`src/psf_params.svh`:
```
// constants for the parallel-serial fifo host controller
// ----------------------------------------------------------------
// Summary of operation
// ----------------------------------------------------------------
// Summary of operation
// select high: device takes parallel words
// select low: serial in, data lines program width
// clear low resets both device pointers
// host clears device before any write
// host keeps load and fetch high in clear
// parallel write starts on load fall, not full
// host holds data stable across load rise
// words stored consecutively, returned in order
// full: full flag low, writes ignored
// read on full releases full flag
// parallel read starts on fetch fall, not empty
// outputs float after fetch returns high; the model drives the inverted word instead
// last word read: empty low, reads refused
// write on empty releases empty flag
// chain: first-load low on first device only; the host holds first-load high whenever single mode is off
// single device: first-load pin means rewind
// chain input low selects single device
// clear drives empty, near-empty, edge-zone low
// serial out: empty on bit 0 last word
// serial out: full released on bit 0 first word
// serial in: full on bit 1 last word
// serial in: empty released on last bit first word
// width chosen by wiring data line to load
// serial output shifts least significant bit first
// depth is a parameter, nine-bit words
`ifndef PSF_PARAMS_SVH
`define PSF_PARAMS_SVH

`define PSF_WORD_W        9
`define PSF_DEPTH_SMALL   2048
`define PSF_DEPTH_LARGE   4096
`define PSF_CLK_MHZ       125
// pulse widths, recovery, setup, access and flag delay in ns
`define PSF_STROBE_NS     50
`define PSF_RECOVER_NS    15
`define PSF_CLEAR_NS      50
`define PSF_CLEAR_SETUP_NS 50
`define PSF_ACCESS_NS     50
`define PSF_FLAG_NS       65
// least times round up to cycles
`define PSF_CYC(ns)       (((ns) * `PSF_CLK_MHZ + 999) / 1000)
// host register offsets
`define PSF_REG_CTRL      4'h0
`define PSF_REG_WDATA     4'h4
`define PSF_REG_RDATA     4'h8
`define PSF_REG_STATUS    4'hC
// ctrl bits
`define PSF_CTRL_CLEAR    0
`define PSF_CTRL_REWIND   1
`define PSF_CTRL_FETCH    2
`define PSF_CTRL_SINGLE   3

`endif

```
`src/psf_pkg.sv`:
```
// types for the parallel-serial fifo host controller
package psf_pkg;
    typedef enum logic [2:0] {
        ST_IDLE,
        ST_SETUP,
        ST_LOW,
        ST_HIGH,
        ST_RECOVER
    } psf_state_e;

    typedef enum logic [1:0] {
        OP_NONE,
        OP_WRITE,
        OP_READ,
        OP_CLEAR
    } psf_op_e;
endpackage : psf_pkg

```
`src/psf_host.sv`:
```
// host controller driving a parallel fifo device through its strobes
//
// The register offsets and the Avalon-MM slave port were left to the implementer.
`timescale 1ns/1ps
`include "psf_params.svh"

module psf_host #(
    parameter int WORD_W = `PSF_WORD_W,
    parameter int DEPTH  = `PSF_DEPTH_SMALL
) (
    // clock and reset
    input  wire logic              clk_i,
    input  wire logic              rst_n_i,
    // avalon-mm slave
    input  wire logic [3:0]        avs_address_i,
    input  wire logic              avs_read_i,
    input  wire logic              avs_write_i,
    input  wire logic [31:0]       avs_writedata_i,
    output logic [31:0]            avs_readdata_o,
    output logic                   avs_waitrequest_o,
    // device strobes and configuration
    output logic                   clear_n_o,
    output logic                   load_n_o,
    output logic                   fetch_n_o,
    output logic                   first_load_rewind_n_o,
    output logic                   chain_in_n_o,
    output logic                   in_port_select_o,
    output logic                   out_port_select_o,
    // device data
    output logic [WORD_W-1:0]      par_in_lines_o,
    input  wire logic [WORD_W-1:0] par_out_lines_i,
    // device flags
    input  wire logic              full_n_i,
    input  wire logic              empty_n_i,
    input  wire logic              half_n_i,
    input  wire logic              near_full_n_i,
    input  wire logic              near_empty_n_i,
    input  wire logic              edge_zone_n_i
);

    localparam int STROBE_C  = `PSF_CYC(`PSF_STROBE_NS);
    localparam int RECOVER_C = `PSF_CYC(`PSF_RECOVER_NS) + `PSF_CYC(`PSF_FLAG_NS);
    localparam int CLEAR_C   = `PSF_CYC(`PSF_CLEAR_NS);
    localparam int SETUP_C   = `PSF_CYC(`PSF_CLEAR_SETUP_NS);
    localparam int CNT_W     = 8;
    localparam int FLAG_N    = 6;

    // ----------------------------------------------------------------
    // flag synchronisers
    // ----------------------------------------------------------------
    logic [FLAG_N-1:0] flag_meta_q;
    logic [FLAG_N-1:0] flag_q;
    logic [WORD_W-1:0] out_meta_q;
    logic [WORD_W-1:0] out_q;
    wire  [FLAG_N-1:0] flag_raw = {edge_zone_n_i, near_empty_n_i, near_full_n_i,
                                   half_n_i, empty_n_i, full_n_i};

    always_ff @(posedge clk_i)
    begin
        flag_meta_q <= flag_raw;
        flag_q      <= flag_meta_q;
        out_meta_q  <= par_out_lines_i;
        out_q       <= out_meta_q;
    end

    wire dev_full  = ~flag_q[0];
    wire dev_empty = ~flag_q[1];

    // ----------------------------------------------------------------
    // registers and sequencer
    // ----------------------------------------------------------------
    psf_pkg::psf_state_e state_q;
    psf_pkg::psf_op_e    op_q;
    logic [CNT_W-1:0]    cnt_q;
    logic [WORD_W-1:0]   wdata_q;
    logic [WORD_W-1:0]   rdata_q;
    logic                single_q;
    logic                rewind_q;
    logic                cleared_q;
    logic                refused_q;
    logic                rd_ack_q;

    wire bus_idle   = (state_q == psf_pkg::ST_IDLE);
    wire wr_ctrl    = avs_write_i && avs_address_i == `PSF_REG_CTRL;
    wire wr_data    = avs_write_i && avs_address_i == `PSF_REG_WDATA;
    wire start_op   = bus_idle && (wr_data || (wr_ctrl && (avs_writedata_i[`PSF_CTRL_CLEAR]
                      || avs_writedata_i[`PSF_CTRL_FETCH])));
    // a write before the first clear or into a full device is refused
    wire wr_refuse  = wr_data && (!cleared_q || dev_full);
    wire rd_refuse  = wr_ctrl && avs_writedata_i[`PSF_CTRL_FETCH] && dev_empty;
    wire cnt_done   = (cnt_q == '0);

    // writes stall while a strobe sequence runs; a read takes one wait
    // so its registered data already stand at the answering edge
    assign avs_waitrequest_o = (avs_write_i && !bus_idle) || (avs_read_i && !rd_ack_q);

    always_ff @(posedge clk_i)
    begin
        if (!rst_n_i)
        begin
            state_q   <= psf_pkg::ST_IDLE;
            op_q      <= psf_pkg::OP_NONE;
            cnt_q     <= '0;
            wdata_q   <= '0;
            rdata_q   <= '0;
            single_q  <= 1'b1;
            rewind_q  <= 1'b0;
            cleared_q <= 1'b0;
            refused_q <= 1'b0;
        end
        else
        begin
            if (wr_ctrl && bus_idle)
            begin
                single_q <= avs_writedata_i[`PSF_CTRL_SINGLE];
                rewind_q <= avs_writedata_i[`PSF_CTRL_REWIND] && avs_writedata_i[`PSF_CTRL_SINGLE];
            end
            case (state_q)
                psf_pkg::ST_IDLE:
                begin
                    if (start_op)
                    begin
                        if (wr_ctrl && avs_writedata_i[`PSF_CTRL_CLEAR])
                        begin
                            op_q    <= psf_pkg::OP_CLEAR;
                            cnt_q   <= CNT_W'(CLEAR_C + SETUP_C);
                            state_q <= psf_pkg::ST_LOW;
                        end
                        else if (wr_refuse || rd_refuse)
                            refused_q <= 1'b1;
                        else
                        begin
                            op_q    <= wr_data ? psf_pkg::OP_WRITE : psf_pkg::OP_READ;
                            wdata_q <= avs_writedata_i[WORD_W-1:0];
                            cnt_q   <= CNT_W'(STROBE_C);
                            refused_q <= 1'b0;
                            state_q <= psf_pkg::ST_LOW;
                        end
                    end
                end
                psf_pkg::ST_LOW:
                begin
                    cnt_q <= cnt_q - 1'b1;
                    if (cnt_done)
                    begin
                        if (op_q == psf_pkg::OP_READ)
                            rdata_q <= out_q;
                        if (op_q == psf_pkg::OP_CLEAR)
                            cleared_q <= 1'b1;
                        cnt_q   <= CNT_W'(RECOVER_C);
                        state_q <= psf_pkg::ST_RECOVER;
                    end
                end
                psf_pkg::ST_RECOVER:
                begin
                    // wait out recovery plus flag settling before the next strobe
                    cnt_q <= cnt_q - 1'b1;
                    if (cnt_done)
                    begin
                        op_q    <= psf_pkg::OP_NONE;
                        state_q <= psf_pkg::ST_IDLE;
                    end
                end
                default:
                    state_q <= psf_pkg::ST_IDLE;
            endcase
        end
    end

    // ----------------------------------------------------------------
    // pin drive
    // ----------------------------------------------------------------
    wire in_low = (state_q == psf_pkg::ST_LOW);
    logic clear_n_q;
    logic load_n_q;
    logic fetch_n_q;
    logic [WORD_W-1:0] pin_data_q;

    always_ff @(posedge clk_i)
    begin
        if (!rst_n_i)
        begin
            clear_n_q  <= 1'b1;
            load_n_q   <= 1'b1;
            fetch_n_q  <= 1'b1;
            pin_data_q <= '0;
        end
        else
        begin
            clear_n_q  <= !(in_low && op_q == psf_pkg::OP_CLEAR && cnt_q < CNT_W'(CLEAR_C));
            load_n_q   <= !(in_low && op_q == psf_pkg::OP_WRITE);
            fetch_n_q  <= !(in_low && op_q == psf_pkg::OP_READ);
            pin_data_q <= wdata_q;
        end
    end

    assign clear_n_o             = clear_n_q;
    assign load_n_o              = load_n_q;
    assign fetch_n_o             = fetch_n_q;
    assign par_in_lines_o        = pin_data_q;
    assign first_load_rewind_n_o = !rewind_q;
    assign chain_in_n_o          = !single_q;
    // parallel both ways; serial ports need external wiring
    assign in_port_select_o      = 1'b1;
    assign out_port_select_o     = 1'b1;

    // ----------------------------------------------------------------
    // read mux
    // ----------------------------------------------------------------
    wire [31:0] status_w = {24'h0000_00, refused_q, !bus_idle, flag_q};
    wire [31:0] rd_mux   =
        avs_address_i == `PSF_REG_RDATA  ? {{(32-WORD_W){1'b0}}, rdata_q} :
        avs_address_i == `PSF_REG_STATUS ? status_w :
        avs_address_i == `PSF_REG_CTRL   ? {28'h000_0000, single_q, 1'b0, 1'b0, 1'b0} :
        avs_address_i == `PSF_REG_WDATA  ? {{(32-WORD_W){1'b0}}, wdata_q} : 32'h0000_0000;

    always_ff @(posedge clk_i)
    begin
        if (!rst_n_i)
        begin
            avs_readdata_o <= 32'h0000_0000;
            rd_ack_q       <= 1'b0;
        end
        else
        begin
            rd_ack_q <= avs_read_i && !rd_ack_q;
            if (avs_read_i && !rd_ack_q)
                avs_readdata_o <= rd_mux;
        end
    end

endmodule : psf_host

```
`config.mk`:
```
export PLATFORM = sky130hd
export DESIGN_NAME = psf_host
export DESIGN_NICKNAME = d
export VERILOG_FILES = /design/src/psf_pkg.sv /design/src/psf_host.sv
export VERILOG_INCLUDE_DIRS = /design/src
export SDC_FILE = /design/constraint.sdc
export NUM_CORES = 1
export LEC_CHECK = 0
export BUFFER_PORTS_ARGS = -buffer_cell sky130_fd_sc_hd__buf_2
export CAP_MARGIN = 20
export CORE_AREA = 10 10 117 119
export DETAILED_ROUTE_END_ITERATION = 8
export DIE_AREA = 0 0 127 129
export HOLD_SLACK_MARGIN = 0.08
export PLACE_DENSITY = 0.62
export SYNTH_ARGS = -nofsm -noshare
export SYNTH_HDL_FRONTEND = slang
export SYNTH_SLANG_ARGS = --single-unit
export TNS_END_PERCENT = 5
```
`constraint.sdc`:
```
create_clock -name clk_i -period 2.21 [get_ports clk_i]
set_clock_uncertainty 0.15 [all_clocks]
set_input_delay 0.221 -clock clk_i [delete_from_list [all_inputs] [get_ports clk_i]]
set_output_delay 0.221 -clock clk_i [all_outputs]
set_load 0.005 [all_outputs]
```
==> results of run 1 <==
flip-flops by register name, summed over array words and instances, names as in the netlist:
name	count
cleared_q	1
refused_q	1
avs_readdata_o	9
load_n_o	1
fetch_n_o	1
flag_q	6
out_meta_q	9
clear_n_o	1
rewind_q	1
single_q	1
op_q	2
rd_ack_q	1
rdata_q	9
par_in_lines_o	9
wdata_q	9
out_q	9
flag_meta_q	6
state_q	2
cnt_q	8
Yosys cell counts, drive strengths merged, types with 4 or more instances:
| library cell | n | area [µm²] |
|---|---|---|
| a21oi | 32 | 160 |
| a22oi | 7 | 52.6 |
| and2 | 13 | 81.3 |
| buf | 32 | 220 |
| clkbuf | 12 | 45.0 |
| dfxtp | 86 | 1720 |
| ha | 7 | 87.6 |
| inv | 12 | 45.0 |
| mux2 | 7 | 78.8 |
| mux2i | 10 | 100 |
| nand2 | 24 | 90.1 |
| nand3 | 14 | 70.1 |
| nor2 | 37 | 139 |
| o21ai | 13 | 65.1 |
| or3 | 4 | 25.0 |
how the worst max path moves through the flow:
| stage | start | to | cells after the start |
|---|---|---|---|
| after global placement | state_q[1]$_SDFFE_PN0P_ | cnt_q[4]$_SDFFE_PN0P_ | 6 |
| after floorplan | state_q[2]$_SDFFE_PN0P_ | cnt_q[6]$_SDFFE_PN0P_ | 6 |
| after global routing | state_q[1]$_SDFFE_PN0P_ | cnt_q[6]$_SDFFE_PN0P_ | 6 |
| after CTS | state_q[1]$_SDFFE_PN0P_ | cnt_q[6]$_SDFFE_PN0P_ | 6 |
| after detailed placement | state_q[1]$_SDFFE_PN0P_ | cnt_q[6]$_SDFFE_PN0P_ | 6 |
| final | state_q[1]$_SDFFE_PN0P_ | cnt_q[6]$_SDFFE_PN0P_ | 6 |
cell type report:
type / instances / area, µm²
clock buffers: 10 / 229
clock inverters: 6 / 76.3
fillers: 1145 / 7040
inverters: 12 / 45.0
multi-input cells: 236 / 1430
flip-flops and latches: 86 / 1720
well taps: 143 / 179
repair buffers: 91 / 606
stage by stage:
step / utilization (%) / instance area [µm²] / std cells / power, µW
2_1_floorplan: - / 3450 / 378 / 1780
3_3_place_gp: 32.9 / 3730 / 544 / 1820
3_5_place_dp: 32.9 / 3730 / 544 / 1820
4_1_cts: 37.8 / 4280 / 584 / 3380
5_1_grt: 37.8 / 4280 / 584 / 3480
6_report: 37.8 / 4280 / 584 / 3350
kinds of logic (layout without fill, tap and decap cells):
| family | count (synthesis) | count (layout) | synth area share (%) |
|---|---|---|---|
| mux | 18 | 18 | 6.00 |
| simple gates | 117 | 117 | 18.2 |
| buf+inv | 56 | 119 | 9.24 |
| other cells | 2 | 25 | 0.224 |
| fa+ha+maj | 7 | 7 | 2.61 |
| flops | 86 | 86 | 51.2 |
| compound gates | 69 | 69 | 12.4 |
report_power, final:
part	total, µW	internal (µW)	switching (µW)
Sequential	1600	1590	14.2
Clock	1530	898	628
Combinational	224	98.9	125
timing repair:
item	CTS	global route
endpoints found under the setup margin	0	4
endpoints found under the hold margin	26	0
gates resized for setup	0	1
hold buffers	24	0
routing by layer:
layer	GRT usage, %	part of all wire [%]	vias up
met2	17.2	48	111
li1	-	-	1335
met3	3.94	7.8	9
met1	10.7	43	1223
met4	3.75	1.5	0
met5	0	0	-
==> flow_summary.yaml, run 1 <==
setup_path:
  reg2reg_to: "cnt_q[6]$_SDFFE_PN0P_"
  arrival_ps: 2190
  ff2ff_path_depth: 6
  path_cells: "inv_1, ha_1, o21ai_0, a41o_1, or4_1, a21oi_1"
  timing.rr.start: "state_q[1]$_SDFFE_PN0P_"
  critPathMaxStageDelay_ps: 510
  slowest_stage: "or4_1"
  cp_top_family: "compound AO/OA/AOI/OAI gates"
  endpoint_kind: "flip-flop"
  startpoint_type: "flip-flop"
  crit_buf_inv: 1
  rrSetupSlack_ps: 120
  crit_type: "flip-flop to flip-flop"
  path_max_fanout: 8
  cp_data_required_time_ps: 2310
min_path:
  hp-class: "input port to flip-flop"
  hold_path_depth: 2
  min_from: "rst_n_i"
  worstHoldEndpoint: "fetch_n_o$_SDFF_PN1_"
drt:
  via_count: 2678
  drt_wl_total_um: 8180
  first_pass_iters: 4
  ant_nets: 0
  post_drt_wl_per_cell_um: 14.0
  drc_errors: 0
  routed_via_density: 4.59
  first_iter_violations: 104
yosys:
  syn_inst: 355
  ys_warn_count: 0
  seq_area_frac_synth_pct: 51.2
  ys_seq_elements: 86
  ys_types: 48
  synthFlopType: "dfxtp_1"
  synth_edf_count: 0
  async_reset_ff_share_pct: 0
  synth_area_per_cell_um2: 9.46
  syn_area_um2: 3360
sta:
  finalHoldViolations: 0
  fmax_mhz: 478
  rsz0062_at_grt: "no"
  finalHoldWorstSlack_ps: 125
  finalCritPeriodShare_pct: 94.6
  period_minus_slack_ps: 2090
  worst_slew_pin_slew_ps: 682
  setup_tns_ps: 0
  setup_viol: 0
  slew_viol_final: 0
  max-slew-margin-rel_pct: 54.5
  worst_slack_ps: 120
place:
  hpwl_um: 5990
  place_ws_ps: 142
  io_buffers: 55
  routabilityCongestion: 0.749
global_routing:
  grt_pass1_wl_um: 13300
  first_global_vias: 2730
  overflow: 0
  grt_usage_pct: 9.94
  antenna_found_initial: 0
  grt_max_degree: 23
die:
  floorplan.initialDensity_pct: 29.7
  die_area_um2: 16400
  num_io_pins: 104
  core_area_um2: 11300
  die_y_um: 129
  row_count: 39
  dieWidth_um: 127
power_and_ir_drop:
  ir_drop_v: 0.000549
  p_leak_uw: 0.00179
  powerDensity_nw_per_um2: 782
cells_and_area:
  final_common_cell: "dfxtp_1"
  nNetsFinal: 498
  diodes: 0
  drive_above_1_share_pct: 22.0
  synthToLayoutAreaGrowth_pct: 27.5
  final_cell_mix: "dfxtp_1 (86), buf_2 (55), nor2_1 (37)"
flow_run:
  drv_cap: 0
clock_tree:
  cts_buffer_depth: 2
  root_buffer: "clkbuf_16"
  cts_max_level: 3
  path_clk_slew_ps: 60
  clock_sinks: 86
  cts_setup_buffers: 0
  numCtsBuffers: 9
  clk_latency_ps: 330
  tritoncts: "built"
outcome:
  status: "complete, no violations"
No activity file was read; power rests on OpenSTA's default activity.
==> run 2: changes to the inputs <==
--- a/config.mk
+++ b/config.mk
@@ -12,7 +12,7 @@
 export DETAILED_ROUTE_END_ITERATION = 8
 export DIE_AREA = 0 0 127 129
 export HOLD_SLACK_MARGIN = 0.08
-export PLACE_DENSITY = 0.62
+export PLACE_DENSITY = 0.63
 export SYNTH_ARGS = -nofsm -noshare
 export SYNTH_HDL_FRONTEND = slang
 export SYNTH_SLANG_ARGS = --single-unit
==> run 2 against run 1 <==
Net effect: flip-flop and latch count stayed put; non-clock buffer count is 1 higher; global-route usage increased by 0.18 points; fmax up 1.2%; power decreased by 4.6%; clock power shrank 10%; sequential share of layout area increased by 0.26 points.
==> flow_summary.yaml, run 2 (synthesis results as in run 1) <==
outcome:
  status: "complete, no violations"
power_and_ir_drop:
  powerDensity_nw_per_um2: 751
  fin_total_pwr_uw: 3200
  ir_drop_v: 0.000476
  p_leak_uw: 0.00174
setup_path:
  crit_path_start: "state_q[1]$_SDFFE_PN0P_"
  timing.rr.start: "state_q[1]$_SDFFE_PN0P_"
  arrival_ps: 2170
  cp_data_required_time_ps: 2310
  reg2reg_to: "cnt_q[7]$_SDFFE_PN0P_"
  crit_type: "flip-flop to flip-flop"
  rrSetupSlack_ps: 150
  cp-endpoint: "cnt_q[7]$_SDFFE_PN0P_"
  startpoint_type: "flip-flop"
  ff2ff_path_depth: 6
  path_max_fanout: 8
  endpoint_kind: "flip-flop"
place:
  place_ws_ps: 153
  hpwl_um: 5960
  routabilityCongestion: 0.804
  io_buffers: 55
drt:
  post_drt_wl_per_cell_um: 14.0
  first_pass_iters: 4
  via_count: 2670
  wl_met2_um: 3910
  wl_met3_um: 621
  routed_via_density: 4.56
  drt_wl_total_um: 8160
  top_layer: "met4"
  ant_nets: 0
  first_iter_violations: 120
  wl_met1_um: 3470
  drc_errors: 0
global_routing:
  grt_pass1_wl_um: 13700
  overflow: 0
  antenna_found_initial: 0
  grt_usage_pct: 10.1
  grt_max_degree: 21
  first_global_vias: 2754
sta:
  max-slew-margin-rel_pct: 56.0
  setup_tns_ps: 0
  rsz0062_at_grt: "no"
  fmax_mhz: 484
  worst_slew_pin_slew_ps: 660
  slew_viol_final: 0
  finalCritPeriodShare_pct: 93.4
  period_minus_slack_ps: 2060
  setup_viol: 0
  finalHoldViolations: 0
  worst_slack_ps: 145
die:
  num_io_pins: 104
  die_y_um: 129
  die_area_um2: 16400
  core_area_um2: 11300
  row_count: 39
  floorplan.initialDensity_pct: 29.7
  dieWidth_um: 127
cells_and_area:
  final_cell_mix: "dfxtp_1 (86), buf_2 (55), nor2_1 (37)"
  synthToLayoutAreaGrowth_pct: 26.7
  nNetsFinal: 499
  final_common_cell: "dfxtp_1"
  drive_above_1_share_pct: 22.2
  diodes: 0
clock_tree:
  numCtsBuffers: 9
  cts_buffer_depth: 2
  cts_max_level: 3
  clock_sinks: 86
  root_buffer: "clkbuf_16"
  path_clk_slew_ps: 60
  cts_setup_buffers: 0
  tritoncts: "built"
  clk_latency_ps: 330
min_path:
  hp-class: "input port to flip-flop"
  hold_path_depth: 4
flow_run:
  drv_cap: 0
run 2: cell count changes in the layout (fill, tap and decap cells not counted), sizes merged:
cell	delta
dlygate4sd3	+1
bufinv	-1
clkinvlp	+3
inv	-2
run 2: cell type report:
| class | instances | area, µm² |
|---|---|---|
| clock inverter | 6 | 45.0 |
| fill | 1133 | 7060 |
| timing repair buffer | 92 | 616 |
| tap | 143 | 179 |
| multi-input combinational | 236 | 1420 |
| clock buffer | 10 | 229 |
| sequential | 86 | 1720 |
| inverter | 12 | 45.0 |
run 2: timing repair:
| item | in CTS | in global routing |
|---|---|---|
| setup endpoints to repair | 0 | 2 |
| hold buffers | 25 | 0 |
| resized for setup | 0 | 1 |
| hold endpoints to repair | 32 | 0 |
run 2: worst min-delay path by stage:
stage	endpoint	slack (ps)	from
final	rd_ack_q$_SDFF_PN0_	180	avs_read_i
after floorplan	flag_meta_q[0]$_DFF_P_	100	full_n_i
after global placement	flag_q[3]$_DFF_P_	160	flag_meta_q[3]$_DFF_P_
after global routing	out_q[2]$_DFF_P_	180	out_meta_q[2]$_DFF_P_
after detailed placement	flag_q[2]$_DFF_P_	160	flag_meta_q[2]$_DFF_P_
after CTS	rd_ack_q$_SDFF_PN0_	170	avs_read_i
run 2: metrics by stage:
stage / instance area [µm²] / utilization, % / instances / hold slack [ps]
after detailed placement: 3730 / 32.9 / 544 / 162
after floorplan: 3450 / - / 378 / 98.7
after global placement: 3730 / 32.9 / 544 / 162
final: 4260 / 37.6 / 585 / 175
after global routing: 4260 / 37.6 / 585 / 184
after CTS: 4250 / 37.6 / 585 / 168
run 2: worst max-delay path: stages (launching register included):
cell and delay (ps):
dfxtp_1 400, inv_1 90, ha_2 330, o21ai_0 80, a41o_1 300, or4b_1 480, a21oi_1 150
run 2: where the power goes:
group	internal [µW]	switching, µW
logic	101	124
clock network	767	605
registers	1590	14.0
total	2450	743
run 2: metal layers:
metal	vias up	track usage (%)
li1	1335	-
met1	1233	11.0
met2	90	17.4
met3	12	3.74
met4	0	4.42
met5	-	0
